**config.mk**
```make
export PLATFORM = sky130hd
export DESIGN_NAME = torque_cutoff_ack_timer
export DESIGN_NICKNAME = d
export VERILOG_FILES = /design/src/rtl/cutoff_pkg.sv /design/src/rtl/req_input_check.sv /design/src/rtl/torque_cutoff_ack_timer.sv
export SDC_FILE = /design/constraint.sdc
export NUM_CORES = 1
export LEC_CHECK = 0
export BUFFER_PORTS_ARGS = -buffer_cell sky130_fd_sc_hd__buf_2
export CAP_MARGIN = 20
export CORE_MARGIN = 5
export CORE_UTILIZATION = 25
export DETAILED_ROUTE_END_ITERATION = 8
export PLACE_DENSITY = 0.46
export REMOVE_ABC_BUFFERS = 1
export SLEW_MARGIN = 10
export SYNTH_ARGS = -nofsm -noshare
export SYNTH_HDL_FRONTEND = slang
export SYNTH_SLANG_ARGS = --single-unit
```
**constraint.sdc**
```tcl
create_clock -name clk -period 2.4 [get_ports clk]
set_input_delay 0.36 -clock clk [delete_from_list [all_inputs] [get_ports clk]]
set_output_delay 0.36 -clock clk [all_outputs]
set_load 0.05 [all_outputs]
```
**src/rtl/cutoff_pkg.sv**
```systemverilog
// constants, field layout and register map of the torque cutoff timer
// assumes a 40 MHz clock and a 32-bit APB register bus
package cutoff_pkg;

  // register byte offsets
  localparam logic [7:0] OFS_CTRL    = 8'h00;
  localparam logic [7:0] OFS_SEL     = 8'h04;
  localparam logic [7:0] OFS_RESTART = 8'h08;
  localparam logic [7:0] OFS_STAND   = 8'h0c;
  localparam logic [7:0] OFS_STATUS  = 8'h10;
  localparam logic [7:0] OFS_CLEAR   = 8'h14;

  // control register fields
  localparam int CTRL_ACK_MANUAL = 0;
  localparam int CTRL_BRAKE_LSB  = 1;
  localparam int CTRL_EVENT_LSB  = 3;
  localparam int CTRL_DIAG1      = 5;
  localparam int CTRL_DIAG2      = 6;
  localparam int CTRL_ENCODER    = 7;
  localparam int CTRL_WIDTH      = 8;

  // selection register fields, 3 bits each
  localparam int SEL_PRIMARY_LSB   = 0;
  localparam int SEL_SECONDARY_LSB = 4;
  localparam int SEL_ACK_LSB       = 8;
  localparam int SEL_RAMPED_LSB    = 12;

  // input selection codes
  localparam logic [2:0] SEL_NONE = 3'h0;
  localparam logic [2:0] SEL_DUAL = 3'h5;

  localparam logic [1:0] BRAKE_NONE  = 2'h0;
  localparam logic [1:0] EVENT_FAULT = 2'h3;

  // reset values: auto ack, no brake, warning event, both diag pulses on
  localparam logic [7:0]  CTRL_RST    = 8'h68;
  localparam logic [15:0] SEL_RST     = 16'h0005;
  localparam logic [15:0] RESTART_RST = 16'h07d0;
  localparam logic [15:0] STAND_RST   = 16'h07d0;

  // timing
  localparam int CLK_PERIOD_NS  = 25;
  localparam int TICK_TIME_NS   = 1000000;
  localparam int TICK_CYCLES    = TICK_TIME_NS / CLK_PERIOD_NS;
  localparam int FILTER_TIME_NS = 2000;
  localparam int FILTER_INT     = (FILTER_TIME_NS + CLK_PERIOD_NS - 1) / CLK_PERIOD_NS;
  localparam logic [7:0] FILTER_CYC      = 8'(FILTER_INT);
  localparam logic [7:0] DIAG_TIMEOUT_MS = 8'h14;

  typedef enum logic [1:0] {
    ST_RUN   = 2'b00,
    ST_COAST = 2'b01,
    ST_STILL = 2'b11
  } cutoff_state_t;

  // selected level out of the four input levels; dual means either channel
  function automatic logic sel_level(input logic [2:0] sel, input logic [3:0] lvl);
    logic r;
    r = 1'b0;
    case (sel)
      3'h1:    r = lvl[0];
      3'h2:    r = lvl[1];
      3'h3:    r = lvl[2];
      3'h4:    r = lvl[3];
      3'h5:    r = lvl[0] | lvl[1];
      default: r = 1'b0;
    endcase
    return r;
  endfunction : sel_level

endpackage : cutoff_pkg

```
**src/rtl/req_input_check.sv**
```systemverilog
// one safety request input: glitch filter and test pulse watchdog
// assumes the input is synchronous to clk and low means request
`timescale 1ns/1ps
`default_nettype none
module req_input_check (
  input  wire logic clk,
  input  wire logic rst_b,
  input  wire logic din,
  input  wire logic diag_en,
  input  wire logic ms_tick,
  input  wire logic diag_clear,
  output var  logic req,
  output var  logic diag_fail
);

  logic [7:0] low_cnt_reg;
  logic [7:0] gap_ms_reg;
  logic       din_prev_reg;
  wire        fall      = din_prev_reg & ~din;
  wire        low_full  = (low_cnt_reg == cutoff_pkg::FILTER_CYC);
  wire        gap_over  = (gap_ms_reg >= cutoff_pkg::DIAG_TIMEOUT_MS);
  wire  [7:0] low_next  = din ? 8'h00 : (low_full ? low_cnt_reg : low_cnt_reg + 8'h01);

  // short test pulses stay below the filter so they never read as a request
  always_ff @(posedge clk or negedge rst_b) begin
    if (!rst_b) begin
      low_cnt_reg  <= 8'h00;
      din_prev_reg <= 1'b1;
      req          <= 1'b0;
    end else begin
      low_cnt_reg  <= low_next;
      din_prev_reg <= din;
      req          <= (low_next == cutoff_pkg::FILTER_CYC);
    end
  end

  // gap since the last pulse; a held request is not a wiring fault
  always_ff @(posedge clk or negedge rst_b) begin
    if (!rst_b) begin
      gap_ms_reg <= 8'h00;
      diag_fail  <= 1'b0;
    end else begin
      if (fall || req || !diag_en)
        gap_ms_reg <= 8'h00;
      else if (ms_tick && !gap_over)
        gap_ms_reg <= gap_ms_reg + 8'h01;
      diag_fail <= (diag_en && gap_over) || (diag_fail && !diag_clear);
    end
  end
endmodule : req_input_check
`default_nettype wire

```
**src/rtl/torque_cutoff_ack_timer.sv**
```systemverilog
// torque cutoff control: request selection, restart and standstill timers,
// acknowledgement and completion indication, APB register slave
// assumes all inputs synchronous to clk; digital inputs low mean request
`timescale 1ns/1ps
`default_nettype none

module torque_cutoff_ack_timer #(
  parameter int TICK_CYCLES = cutoff_pkg::TICK_CYCLES
) (
  input  wire logic        clk,
  input  wire logic        rst_b,
  input  wire logic [7:0]  paddr,
  input  wire logic        psel,
  input  wire logic        penable,
  input  wire logic        pwrite,
  input  wire logic [31:0] pwdata,
  output var  logic [31:0] prdata,
  output var  logic        pready,
  output var  logic        pslverr,
  input  wire logic [3:0]  din,
  input  wire logic        overtemp_req,
  input  wire logic        internal_fault,
  input  wire logic        ramp_force,
  input  wire logic        encoder_fail,
  input  wire logic        zero_speed,
  input  wire logic        modulation_stopped,
  input  wire logic        monitor_unsafe,
  input  wire logic        drive_reset,
  output var  logic        torque_cutoff,
  output var  logic        cutoff_done,
  output var  logic        restart_allowed,
  output var  logic        brake_cmd,
  output var  logic        fault_reset_req,
  output var  logic        monitor_ok,
  output var  logic [1:0]  diag_fail,
  output var  logic        config_err
);

  localparam logic [15:0] TICK_LAST = 16'(TICK_CYCLES - 1);

  cutoff_pkg::cutoff_state_t state_reg, state_next;
  logic [7:0]  ctrl_reg;
  logic [15:0] sel_reg;
  logic [15:0] restart_reg;
  logic [15:0] stand_reg;
  logic [15:0] prescale_reg;
  logic [15:0] ms_count_reg;
  logic        forced_cause_reg;
  logic        fault_pend_reg;
  logic        unsafe_reg;
  logic        ack_prev_reg;
  logic        mod_prev_reg;
  logic        req_a;
  logic        req_b;

  // configuration fields
  wire        ack_manual = ctrl_reg[cutoff_pkg::CTRL_ACK_MANUAL];
  wire [1:0]  brake_use  = ctrl_reg[cutoff_pkg::CTRL_BRAKE_LSB +: 2];
  wire [1:0]  event_type = ctrl_reg[cutoff_pkg::CTRL_EVENT_LSB +: 2];
  wire        enc_used   = ctrl_reg[cutoff_pkg::CTRL_ENCODER];
  wire [2:0]  prim_sel   = sel_reg[cutoff_pkg::SEL_PRIMARY_LSB +: 3];
  wire [2:0]  sec_sel    = sel_reg[cutoff_pkg::SEL_SECONDARY_LSB +: 3];
  wire [2:0]  ack_sel    = sel_reg[cutoff_pkg::SEL_ACK_LSB +: 3];
  wire [2:0]  ramped_sel = sel_reg[cutoff_pkg::SEL_RAMPED_LSB +: 3];

  // APB decode; one access phase, pready comes from the setup edge
  wire setup    = psel & ~penable;
  wire wr_en    = psel & penable & pready & pwrite;
  wire hit_ctrl = (paddr == cutoff_pkg::OFS_CTRL);
  wire hit_sel  = (paddr == cutoff_pkg::OFS_SEL);
  wire hit_rst  = (paddr == cutoff_pkg::OFS_RESTART);
  wire hit_std  = (paddr == cutoff_pkg::OFS_STAND);
  wire hit_stat = (paddr == cutoff_pkg::OFS_STATUS);
  wire hit_clr  = (paddr == cutoff_pkg::OFS_CLEAR);
  wire hit_any  = hit_ctrl | hit_sel | hit_rst | hit_std | hit_stat | hit_clr;
  wire diag_clr = wr_en & hit_clr & pwdata[0];

  // request levels: filtered channels 1..2, plain channels 3..4
  wire [3:0] req_lvl    = {~din[3], ~din[2], req_b, req_a};
  wire       prim_req   = cutoff_pkg::sel_level(prim_sel, req_lvl);
  wire       sec_req    = cutoff_pkg::sel_level(sec_sel, req_lvl);
  wire       ack_lvl    = cutoff_pkg::sel_level(ack_sel, din);
  wire       ack_edge   = ack_lvl & ~ack_prev_reg;
  // dual pair on primary with any ramped selection would double-book the inputs; stop safe
  wire       cfg_bad    = (prim_sel == cutoff_pkg::SEL_DUAL) &&
                          (ramped_sel != cutoff_pkg::SEL_NONE);
  wire       input_req  = prim_req | sec_req;
  wire       forced_req = overtemp_req | internal_fault | ramp_force |
                          (enc_used & encoder_fail) | cfg_bad;
  wire       any_req    = input_req | forced_req;
  wire       in_run     = (state_reg == cutoff_pkg::ST_RUN);
  wire       mod_rise   = modulation_stopped & ~mod_prev_reg;
  wire       start      = in_run & (any_req | mod_rise);

  // timer comparisons
  wire ms_tick      = (prescale_reg == TICK_LAST);
  wire stand_done   = (ms_count_reg >= stand_reg);
  wire restart_done = (ms_count_reg >= restart_reg);
  // input-only cutoff waits the restart delay, anything forced waits standstill
  wire permit       = forced_cause_reg ? stand_done : restart_done;
  // encoder shows real standstill unless it failed
  wire done_cond    = (enc_used && !encoder_fail) ? zero_speed : stand_done;
  // the same ack method governs every stop function of the module
  wire ack_ok       = ack_manual ? ack_edge : 1'b1;
  wire release_ok   = ~in_run & ~any_req & permit & ack_ok;
  wire fault_set    = in_run & input_req & (event_type == cutoff_pkg::EVENT_FAULT);
  wire fault_next   = fault_set | (fault_pend_reg & ~drive_reset);
  wire forced_next  = in_run ? forced_req : (forced_cause_reg | forced_req);

  // cutoff sequence
  always_comb begin
    state_next = state_reg;
    unique case (state_reg)
      cutoff_pkg::ST_RUN:   if (any_req) state_next = cutoff_pkg::ST_COAST;
      cutoff_pkg::ST_COAST: begin
        if (release_ok)     state_next = cutoff_pkg::ST_RUN;
        else if (done_cond) state_next = cutoff_pkg::ST_STILL;
      end
      cutoff_pkg::ST_STILL: if (release_ok) state_next = cutoff_pkg::ST_RUN;
      default:              state_next = cutoff_pkg::ST_COAST;
    endcase
  end

  // state and cause
  always_ff @(posedge clk or negedge rst_b) begin
    if (!rst_b) begin
      state_reg        <= cutoff_pkg::ST_RUN;
      forced_cause_reg <= 1'b0;
      fault_pend_reg   <= 1'b0;
      ack_prev_reg     <= 1'b0;
      mod_prev_reg     <= 1'b0;
    end else begin
      state_reg        <= state_next;
      forced_cause_reg <= forced_next;
      fault_pend_reg   <= fault_next;
      ack_prev_reg     <= ack_lvl;
      mod_prev_reg     <= modulation_stopped;
    end
  end

  // millisecond timer, restarted with each new cutoff or a modulation stop seen in run
  always_ff @(posedge clk or negedge rst_b) begin
    if (!rst_b) begin
      prescale_reg <= 16'h0000;
      ms_count_reg <= 16'h0000;
    end else if (start) begin
      prescale_reg <= 16'h0000;
      ms_count_reg <= 16'h0000;
    end else begin
      prescale_reg <= ms_tick ? 16'h0000 : prescale_reg + 16'h0001;
      if (ms_tick && ms_count_reg != 16'hffff)
        ms_count_reg <= ms_count_reg + 16'h0001;
    end
  end

  // unsafe at the stop is held until the monitor itself recovers
  always_ff @(posedge clk or negedge rst_b) begin
    if (!rst_b)
      unsafe_reg <= 1'b0;
    else
      unsafe_reg <= (start & monitor_unsafe) | (unsafe_reg & monitor_unsafe);
  end

  // registered outputs
  always_ff @(posedge clk or negedge rst_b) begin
    if (!rst_b) begin
      torque_cutoff   <= 1'b0;
      cutoff_done     <= 1'b0;
      restart_allowed <= 1'b0;
      brake_cmd       <= 1'b0;
      fault_reset_req <= 1'b0;
      monitor_ok      <= 1'b0;
      config_err      <= 1'b0;
    end else begin
      torque_cutoff   <= (state_next != cutoff_pkg::ST_RUN);
      cutoff_done     <= (state_next == cutoff_pkg::ST_STILL);
      restart_allowed <= ~in_run & permit & ~fault_next;
      brake_cmd       <= (brake_use != cutoff_pkg::BRAKE_NONE) &&
                         (state_next != cutoff_pkg::ST_RUN);
      fault_reset_req <= fault_next;
      monitor_ok      <= unsafe_reg & stand_done;
      config_err      <= cfg_bad;
    end
  end

  // software registers
  always_ff @(posedge clk or negedge rst_b) begin
    if (!rst_b) begin
      ctrl_reg    <= cutoff_pkg::CTRL_RST;
      sel_reg     <= cutoff_pkg::SEL_RST;
      restart_reg <= cutoff_pkg::RESTART_RST;
      stand_reg   <= cutoff_pkg::STAND_RST;
    end else if (wr_en) begin
      if (hit_ctrl) ctrl_reg    <= pwdata[7:0];
      if (hit_sel)  sel_reg     <= pwdata[15:0];
      if (hit_rst)  restart_reg <= pwdata[15:0];
      if (hit_std)  stand_reg   <= pwdata[15:0];
    end
  end

  // read mux; status shows the live sequence and timer
  wire [31:0] status = {ms_count_reg, 6'h00, monitor_ok, fault_pend_reg, config_err,
                        diag_fail, permit, cutoff_done, forced_cause_reg, state_reg};
  wire [31:0] rd_mux = hit_ctrl ? {24'h000000, ctrl_reg} :
                       hit_sel  ? {16'h0000, sel_reg} :
                       hit_rst  ? {16'h0000, restart_reg} :
                       hit_std  ? {16'h0000, stand_reg} :
                       hit_stat ? status : 32'h00000000;

  // answer is sampled at the setup edge, so access is never stretched
  always_ff @(posedge clk or negedge rst_b) begin
    if (!rst_b) begin
      prdata  <= 32'h00000000;
      pready  <= 1'b0;
      pslverr <= 1'b0;
    end else begin
      prdata  <= (setup && !pwrite) ? rd_mux : 32'h00000000;
      pready  <= setup;
      pslverr <= setup & ~hit_any;
    end
  end

  // the two pulse-checked request channels
  req_input_check u_chan_a (
    .clk        (clk),
    .rst_b      (rst_b),
    .din        (din[0]),
    .diag_en    (ctrl_reg[cutoff_pkg::CTRL_DIAG1]),
    .ms_tick    (ms_tick),
    .diag_clear (diag_clr),
    .req        (req_a),
    .diag_fail  (diag_fail[0])
  );

  req_input_check u_chan_b (
    .clk        (clk),
    .rst_b      (rst_b),
    .din        (din[1]),
    .diag_en    (ctrl_reg[cutoff_pkg::CTRL_DIAG2]),
    .ms_tick    (ms_tick),
    .diag_clear (diag_clr),
    .req        (req_b),
    .diag_fail  (diag_fail[1])
  );
endmodule : torque_cutoff_ack_timer
`default_nettype wire

```
# Word-level counts from Yosys, hierarchy flattened
# Index checks and enable logic that the tools add are counted.
# word_totals
inputBits,57
register_bits,173
word_cells,190
# op_classes
n_lt_le_gt_ge,4
n_addsub,6
mux,30
bitwise,53
n_eq_ne,30
reduce_logical,36
# ops
op,n
2-to-1 mux 32 bit,6
2-to-1 mux 16 bit,4
2-to-1 mux 8 bit,8
adder 16 x 1 -> 16 bit (second input constant),2
adder 8 x 1 -> 8 bit (second input constant),4
equality test 8 x 7 -> 1 bit (second input constant),4
>= comparator 16 bit,2
AND 1 bit,24
equality test 3 x 2 -> 1 bit (second input constant),6
equality test 3 bit (second input constant),6
bitwise OR 1 bit,17
equality test 16 bit (second input constant),1
equality test 8 x 4 -> 1 bit (second input constant),2
equality test 8 x 5 -> 1 bit (second input constant),2
>= comparator 8 x 5 -> 1 bit (second input constant),2
inequality test 16 bit (second input constant),1
one-hot mux 1 bit (5 select lines),3
NOT 1 bit,12
logical AND 1 bit,11
nonzero test 2 bit,5
equality test 3 x 1 -> 1 bit (second input constant),3
equality test 8 x 3 -> 1 bit (second input constant),1
zero test 8 bit,1
2-to-1 mux 2 bit,4
other kinds (9),28

# Longest topological paths before layout
# Gate-level depths: netlist of the first run.
# depth
word_depth,13
ltp_mapped,8

# Hierarchy
# A second synthesis of the first run with hierarchy kept.
# hier_totals
cells_unflattened,806
area_unflattened_um2,8655.8
# modules_own_cells
mod,area_per_inst_um2,instances,cells_per_inst
torque_cutoff_ack_timer,6734.0,1,616
req_input_check,960.9,2,95

# Worst setup path after synthesis of the first run
# No wires, ideal clock.
# synth_timing
kind,register -> register
startpoint,reg stand_reg[10]
endpoint,reg brake_cmd
setup_slack_ps,64
path_buffers,0
arrival_time_ps,2191
path_stages_with_launch,9
t_required_ps,2254
path_cell_list,dfstp_2 > inv_1 > ha_1 > nand4_1 > or4_1 > a221oi_1 > a211oi_1 > a211oi_2 > a221oi_1
# synth_via
elab_chain_cells,8
# synth_rtl
item,line,text
from (decl),torque_cutoff_ack_timer.sv:45,logic [15:0] stand_reg;
from (signal assigned),torque_cutoff_ack_timer.sv:192,stand_reg <= cutoff_pkg::STAND_RST;
from (signal assigned),torque_cutoff_ack_timer.sv:197,if (hit_std) stand_reg <= pwdata[15:0];
>= comparator 16 bit *,torque_cutoff_ack_timer.sv:97,wire stand_done = (ms_count_reg >= stand_reg);
2-to-1 mux 1 bit,torque_cutoff_ack_timer.sv:100,wire permit = forced_cause_reg ? stand_done : restart_done;
AND 1 bit (2 in series),torque_cutoff_ack_timer.sv:105,wire release_ok = ~in_run & ~any_req & permit & ack_ok;
"2-to-1 mux 2 bit, on equally long branches","torque_cutoff_ack_timer.sv:119, torque_cutoff_ack_timer.sv:116",
one-hot mux 2 bit (3 select lines) *,torque_cutoff_ack_timer.sv:113,unique case (state_reg)
nonzero test 2 bit *,torque_cutoff_ack_timer.sv:179,(state_next != cutoff_pkg::ST_RUN);
logical AND 1 bit *,torque_cutoff_ack_timer.sv:178,brake_cmd <= (brake_use != cutoff_pkg::BRAKE_NONE) &&
to (signal assigned),torque_cutoff_ack_timer.sv:178,
to (decl),torque_cutoff_ack_timer.sv:32,"output var logic brake_cmd,"
# Mark *: on every way between the ends. The rest lies on a longest branch, timed or not.
# A chain may end at the register's enable or synchronous reset.

# Worst setup path in the final report of the first run
# layout_timing
startpoint,reg ms_count_reg[14]
endpoint,reg state_reg[0]
# layout_via
elab_chain_cells,6
# layout_rtl
item,line,text
from (decl),torque_cutoff_ack_timer.sv:47,logic [15:0] ms_count_reg;
from (signal assigned),torque_cutoff_ack_timer.sv:152,ms_count_reg <= ms_count_reg + 16'h0001;
">= comparator 16 bit, on equally long branches","torque_cutoff_ack_timer.sv:98, torque_cutoff_ack_timer.sv:97",
2-to-1 mux 1 bit,torque_cutoff_ack_timer.sv:100,
AND 1 bit (2 in series),torque_cutoff_ack_timer.sv:105,
"2-to-1 mux 2 bit, on equally long branches","torque_cutoff_ack_timer.sv:119, torque_cutoff_ack_timer.sv:116",
one-hot mux 2 bit (3 select lines) *,torque_cutoff_ack_timer.sv:113,
via state_next[0],torque_cutoff_ack_timer.sv:41,"cutoff_pkg::cutoff_state_t state_reg, state_next;"
to (signal assigned),torque_cutoff_ack_timer.sv:127,state_reg <= cutoff_pkg::ST_RUN;
to (signal assigned),torque_cutoff_ack_timer.sv:133,state_reg <= state_next;
to (decl),torque_cutoff_ack_timer.sv:41,
# The timed path passes the listed nets; every way through them passes the cells marked *.

==> metrics.txt, run 1 <==
status=finished, final reports clean; Total Wirelength=24.2 mm; clock period minus final worst setup slack=2.35 ns; CP delay by family, top=simple AND/OR/NAND/NOR gates; vias in the first global route=6847; Lkg Pwr=5.09 nW; Die Ht=198 um; Worst VDD drop=0.439 mV; synth-to-layout area growth=25.6%; fmax=425 MHz; initial antenna violation count=1; endpoints failing setup=0; Ant. Diodes=0; Switching Share=25.0%; CP Buf/Inv Count=1; Worst Skew=0.00927 ns; crit path kind=reg -> reg; Finished Core Util=31.9%; Top cell by count, worst path=a211oi_2; nature of the critical path endpoint=flip-flop; Setup crit start kind=flip-flop; Synth area leader=dfrtp_1; Final GP Congestion=0.795; TritonCTS Buffers=17; DR pass1 iterations=4; Worst EP arrival=2.65 ns; worst-path fanout max=5; Synth Register Bits=173; Worst path max stage delay=0.57 ns; DRC viols=0; Worst path slowest cell=or4_4; Synth Cell Area=0.00879 sq mm; most frequent cells in the layout=154 x dfrtp_1, 104 x nor2_1, 82 x buf_2; core area=0.0346 sq mm; Tot GR Track Use=12.6%; drt initial violations=318; Post-Syn Instances=834; Area contributors post-synth=dfrtp_1 44%, mux2_2 7.7%, ha_1 6.0%; Req. time, crit path=2.70 ns; Clk pwr share=43.9%; drt wl/cell=16.7 um; EDFF count, synth=0; share of layout cells above drive strength 1=31.5%; CTS root buf=clkbuf_16; register share of total power=48.7%; clock latency on the worst-skew pair=0.43 ns; Max Cap Viol=0; Power Density=572 mW/mm^2; largest net degree at the start of global routing=63; Avg Inst Size Synth=10.5 sq um; Cell variety after synth=63; most common cell after layout, fill and taps aside=dfrtp_1; worst-margin pin slew=0.660 ns; top_reg_cell synth=dfrtp_1; Die X=198 um; Max clock buf depth=2; worst hold path type=in -> reg; CP Cell Sequence=ha_4 -> nand4_1 -> or4_4 -> a221oi_2 -> a211oi_2 -> a211oi_2 -> buf_4 -> a22oi_1; die area=0.0390 sq mm; vias=6546; post-synthesis sequential area ratio=49.5%; clock sinks=173; Top reg by flops=prdata; final hold vios=0; slew margin rel.=56.0%; RSZ-0062 raised after global routing=true; Largest register FFs=32; CTS tree=built; Initial Utilization=25.4%; crit share post-route=98.0%; Comb power frac=7.5%; I/O Buffers=83; # rows=68; Vias/cell=4.51; Synth warnings=0; first-pass GRT wire length=38.8 mm; NetSw=1.58 mW; Design Power=6.31 mW; asr flop ratio synth=100%; # IOs=100; post-route ant nets=0; nets@finish=1082; Int Pwr=4.74 mW; max-slew violation count=0; H-tree depth=4; top cell type's share of synthesized area=43.8%; DP Wirelength=18.3 mm; grt ovf=0; Reg clk slew, reported paths=0.07 ns
## final timing paths
check	start	end	slack (ns)	cells past startpoint
max in group asynchronous	rst_b	restart_reg[6]$_DFFE_PN1P_	1.16	3
min	modulation_stopped	mod_prev_reg$_DFF_PN0_	0.05	1
min reg2reg	prescale_reg[0]$_DFF_PN0_	prescale_reg[0]$_DFF_PN0_	0.49	1
max reg2reg	ms_count_reg[14]$_DFFE_PN0P_	state_reg[0]$_DFF_PN0_	0.05	8
min in group asynchronous	rst_b	prdata[29]$_DFF_PN0_	0.51	2
max	ms_count_reg[14]$_DFFE_PN0P_	state_reg[0]$_DFF_PN0_	0.05	8
## through the flow
| stage | hold WS, ns | instance area [sq um] | worst slack [ns] | std cells | setup TNS [ns] |
|---|---|---|---|---|---|
| floorplan | 0.0644 | 8640 | -0.0181 | 801 | -0.226 |
| global placement | 0.420 | 10300 | -0.154 | 1415 | -0.931 |
| detailed placement | 0.413 | 10300 | -0.129 | 1415 | -0.773 |
| CTS | 0.0256 | 10900 | 0.0103 | 1449 | 0 |
| global route | 0.0245 | 11000 | -0.0332 | 1451 | -0.0913 |
| finish | 0.0503 | 11000 | 0.0479 | 1451 | 0 |
## power by group through the flow
stage / clock (mW) / sequential, mW / combinational, mW
after detailed placement: 0 / 3.12 / 0.476
after floorplan: 0 / 3.13 / 0.226
after global routing: 2.98 / 3.08 / 0.537
final: 2.77 / 3.07 / 0.473
after global placement: 0 / 3.13 / 0.470
after CTS: 2.87 / 3.07 / 0.483
## worst register-to-register path, stage by stage (launching register included)
cell,delay [ns]
dfrtp_1,0.42
ha_4,0.28
nand4_1,0.15
or4_4,0.57
a221oi_2,0.21
a211oi_2,0.11
a211oi_2,0.23
buf_4,0.16
a22oi_1,0.09
## layer usage
layer / vias up / routed length [um] / GRT usage, %
met3: 27 / 754 / 2.18
met4: 0 / 568 / 4.31
li1: 3197 / - / -
met5: - / 0 / 0
met2: 113 / 10700 / 19.1
met1: 3209 / 12200 / 18.2
## cell usage after synthesis (20+ instances only)
cell type  number
xnor2_1        24
nand3_1        20
dfrtp_1       154
a21oi_1        28
nand2_1        33
inv_1          59
clkbuf_1       25
ha_1           42
nor2_1        104
mux2_2         60
o21ai_0        28
xor2_1         22
## cell families (layout without fill, tap and decap cells)
logic type      after synthesis  count (layout)  synth area share (%)
flops                       173             173                  49.5
xor+xnor                     46              46                  4.58
compound gates              120             120                  9.22
buf+inv                      92             254                  4.21
simple gates                284             284                  16.3
mux                          77              77                  10.2
fa+ha+maj                    42              42                  5.98
## cell type report
cell class              instances  area (sq um)
multi-input cells             569          4220
inverters                      59           221
flip-flops and latches        173          4350
clock inverters                11           108
well taps                     455           569
repair buffers                163          1090
fillers                      3588         23600
clock buffers                  21           480
## what timing repair did
item                                   CTS  global route
setup endpoints to repair                7            27
hold buffers                             1             0
endpoints found under the hold margin   46             0
pin swaps                                6            12
setup buffers                            1             2
gates resized for setup                  7            14
No activity file was read; power rests on OpenSTA's default activity.
==> inputs of run 2 (changes only) <==
- PLACE_DENSITY: 0.46 -> 0.45
- SLEW_MARGIN: 10 -> default
- clock period: 2.4 -> 2.9 ns (I/O delays scaled with it)
==> run 2 against run 1 <==
  * Die area stayed put
  * Clock power is 17% lower
  * Critical path depth stayed put
  * Utilization is 1.5 points lower
  * Hold slack worse by 0.040 ns
  * Fmax is 12% lower
  * Combinational power is 21% lower
  * Sequential share of layout area is 1.9 points higher
  * Non-clock buffer count is 45 lower
  * Largest cell class unchanged
==> metrics.txt, run 2 (synthesis results as in run 1) <==
largest net degree at the start of global routing=64 (was 63); Largest register FFs=32 (unchanged); Layout Cells excl Fill=1406 (was 1451); worst-margin pin slew=0.824 ns (was 0.660 ns); crit share post-route=92.1% (was 98.0%); Worst Skew=0.0110 ns (was 0.00927 ns); final hold vios=0 (unchanged); Max Cap Viol=0 (unchanged); hold bufs inserted after CTS=0 (was 1); Worst path depth=8 (unchanged); slew margin rel.=44.9% (was 56.0%); nets@finish=1037 (was 1082); Lkg Pwr=4.84 nW (was 5.09 nW); FF-to-FF End=brake_cmd$_DFF_PN0_ (was state_reg[0]$_DFF_PN0_); CP delay by family, top=compound AO/OA/AOI/OAI gates (was simple AND/OR/NAND/NOR gates); CP Buf/Inv Count=1 (unchanged); Worst path max stage delay=0.54 ns (was 0.57 ns); Ant. Diodes=0 (unchanged); synth-to-layout area growth=19.8% (was 25.6%); CP Cell Sequence=inv_1 -> ha_1 -> nand4_1 -> or4_1 -> a221oi_1 -> a211oi_2 -> a211oi_2 -> a221oi_1 (was ha_4 -> nand4_1 -> or4_4 -> a221oi_2 -> a211oi_2 -> a211oi_2 -> buf_4 -> a22oi_1); most frequent cells in the layout=154 x dfrtp_1, 104 x nor2_1, 82 x buf_2 (unchanged); Die Ht=198 um (unchanged); Setup crit start kind=flip-flop (unchanged); TNS Setup=0 ns (unchanged); DR pass1 iterations=5 (was 4); CTS tree=built (unchanged); H-tree depth=4 (unchanged); R2R depth=8 (unchanged); most common cell after layout, fill and taps aside=dfrtp_1 (unchanged); nature of the critical path endpoint=flip-flop (unchanged); clock latency on the worst-skew pair=0.43 ns (about the same); Initial Utilization=25.4% (unchanged); grt ovf=0 (unchanged); worst-path fanout max=5 (unchanged); Worst VDD drop=0.310 mV (was 0.439 mV); DRC viols=0 (unchanged); Top reg by flops=prdata (unchanged); post-route ant nets=0 (unchanged); vias=6407 (was 6546); Power Density=496 mW/mm^2 (was 572 mW/mm^2); drt wl/cell=17.2 um (was 16.7 um); core area=0.0346 sq mm (unchanged); Req. time, crit path=3.19 ns (was 2.70 ns); max-slew violation count=0 (unchanged); die area=0.0390 sq mm (unchanged); vias in the first global route=6732 (was 6847); clock period minus final worst setup slack=2.67 ns (was 2.35 ns); Final GP Congestion=0.788 (was 0.795); Tot GR Track Use=12.8% (was 12.6%); Die X=198 um (unchanged); CTS root buf=clkbuf_16 (unchanged); # rows=68 (unchanged); Worst EP arrival=2.97 ns (was 2.65 ns); CP startpoint=stand_reg[10]$_DFFE_PN1P_ (was ms_count_reg[14]$_DFFE_PN0P_); DP Wirelength=18.1 mm (was 18.3 mm); status=finished, final reports clean (unchanged); Total Wirelength=24.2 mm (about the same); Vias/cell=4.56 (was 4.51); # fillers=3623 (was 3588); Reg clk slew, reported paths=0.08 ns (was 0.07 ns); Post-Place Cells=1374 (was 1415); CP endpoint=brake_cmd$_DFF_PN0_ (was state_reg[0]$_DFF_PN0_); clock sinks=173 (unchanged); fmax=374 MHz (was 425 MHz); Design Power=5.22 mW (was 6.31 mW); # IOs=100 (unchanged); Max clock buf depth=2 (unchanged); initial antenna violation count=0 (was 1); share of layout cells above drive strength 1=26.3% (was 31.5%); Setup Fix Bufs, Post-CTS=0 (was 1); first-pass GRT wire length=39.2 mm (was 38.8 mm); RSZ-0062 raised after global routing=false (was true); TritonCTS Buffers=17 (unchanged); Reg-to-Reg Start=stand_reg[10]$_DFFE_PN1P_ (was ms_count_reg[14]$_DFFE_PN0P_); crit path kind=reg -> reg (unchanged); worst hold path type=in -> async (was in -> reg); R2R setup slack=0.23 ns (was 0.05 ns); drt initial violations=365 (was 318); Post-CTS Resized=0 (was 7); I/O Buffers=83 (unchanged); Worst path slowest cell=dfstp_2 (was or4_4); endpoints failing setup=0 (unchanged)
run 2: cell count changes in the layout (fill, tap and decap cells not counted), sizes merged:
cell         change
buf             -44
bufinv           -1
clkbuf           -4
clkinv           +6
clkinvlp         -4
dlygate4sd3      -1
inv              +3
run 2: worst min path at each step:
| stage | start | endpoint | slack, ns | cells past startpoint |
|---|---|---|---|---|
| 2_1_floorplan | rst_b | ack_prev_reg$_DFF_PN0_ | 0.14 | 0 |
| 3_3_place_gp | unsafe_reg$_DFF_PN0_ | unsafe_reg$_DFF_PN0_ | 0.47 | 1 |
| 3_5_place_dp | unsafe_reg$_DFF_PN0_ | unsafe_reg$_DFF_PN0_ | 0.48 | 1 |
| 4_1_cts | rst_b | prdata[29]$_DFF_PN0_ | 0.02 | 1 |
| 5_1_grt | rst_b | prdata[29]$_DFF_PN0_ | 0.06 | 1 |
| 6_report | rst_b | prdata[29]$_DFF_PN0_ | 0.01 | 1 |
run 2: metrics by stage:
stage / utilization [%] / hold slack (ns) / area [sq um] / setup slack (ns)
2_1_floorplan: - / 0.139 / 8640 / 0.438
3_3_place_gp: 28.7 / 0.472 / 9930 / 0.0885
3_5_place_dp: 28.7 / 0.475 / 9930 / 0.0537
4_1_cts: 30.4 / 0.0151 / 10500 / 0.0112
5_1_grt: 30.4 / 0.0550 / 10500 / 0.0174
6_report: 30.4 / 0.0108 / 10500 / 0.228
run 2: final cells by class:
class | instances | area [sq um] | area share [%]
timing repair buffer | 118 | 709 | 6.74
inverter | 59 | 221 | 2.10
clock inverter | 15 | 175 | 1.66
sequential | 173 | 4350 | 41.3
clock buffer | 17 | 425 | 4.04
multi-input combinational | 569 | 4080 | 38.7
tap | 455 | 569 | 5.41
run 2: report_power, final:
part | switching (mW) | total, mW | internal [mW] | leakage (nW)
Clock | 1.14 | 2.30 | 1.16 | 0.288
Sequential | 0.0637 | 2.54 | 2.48 | 2.30
Combinational | 0.234 | 0.376 | 0.142 | 2.26
Total | 1.44 | 5.22 | 3.78 | 4.84
run 2: metal layers:
| layer | GRT usage, % | wire length, um | vias to the layer above |
|---|---|---|---|
| met5 | 0 | 0 | - |
| met4 | 2.58 | 207 | 0 |
| met3 | 2.54 | 1050 | 12 |
| met2 | 19.3 | 10600 | 116 |
| met1 | 19.2 | 12300 | 3159 |
| li1 | - | - | 3120 |
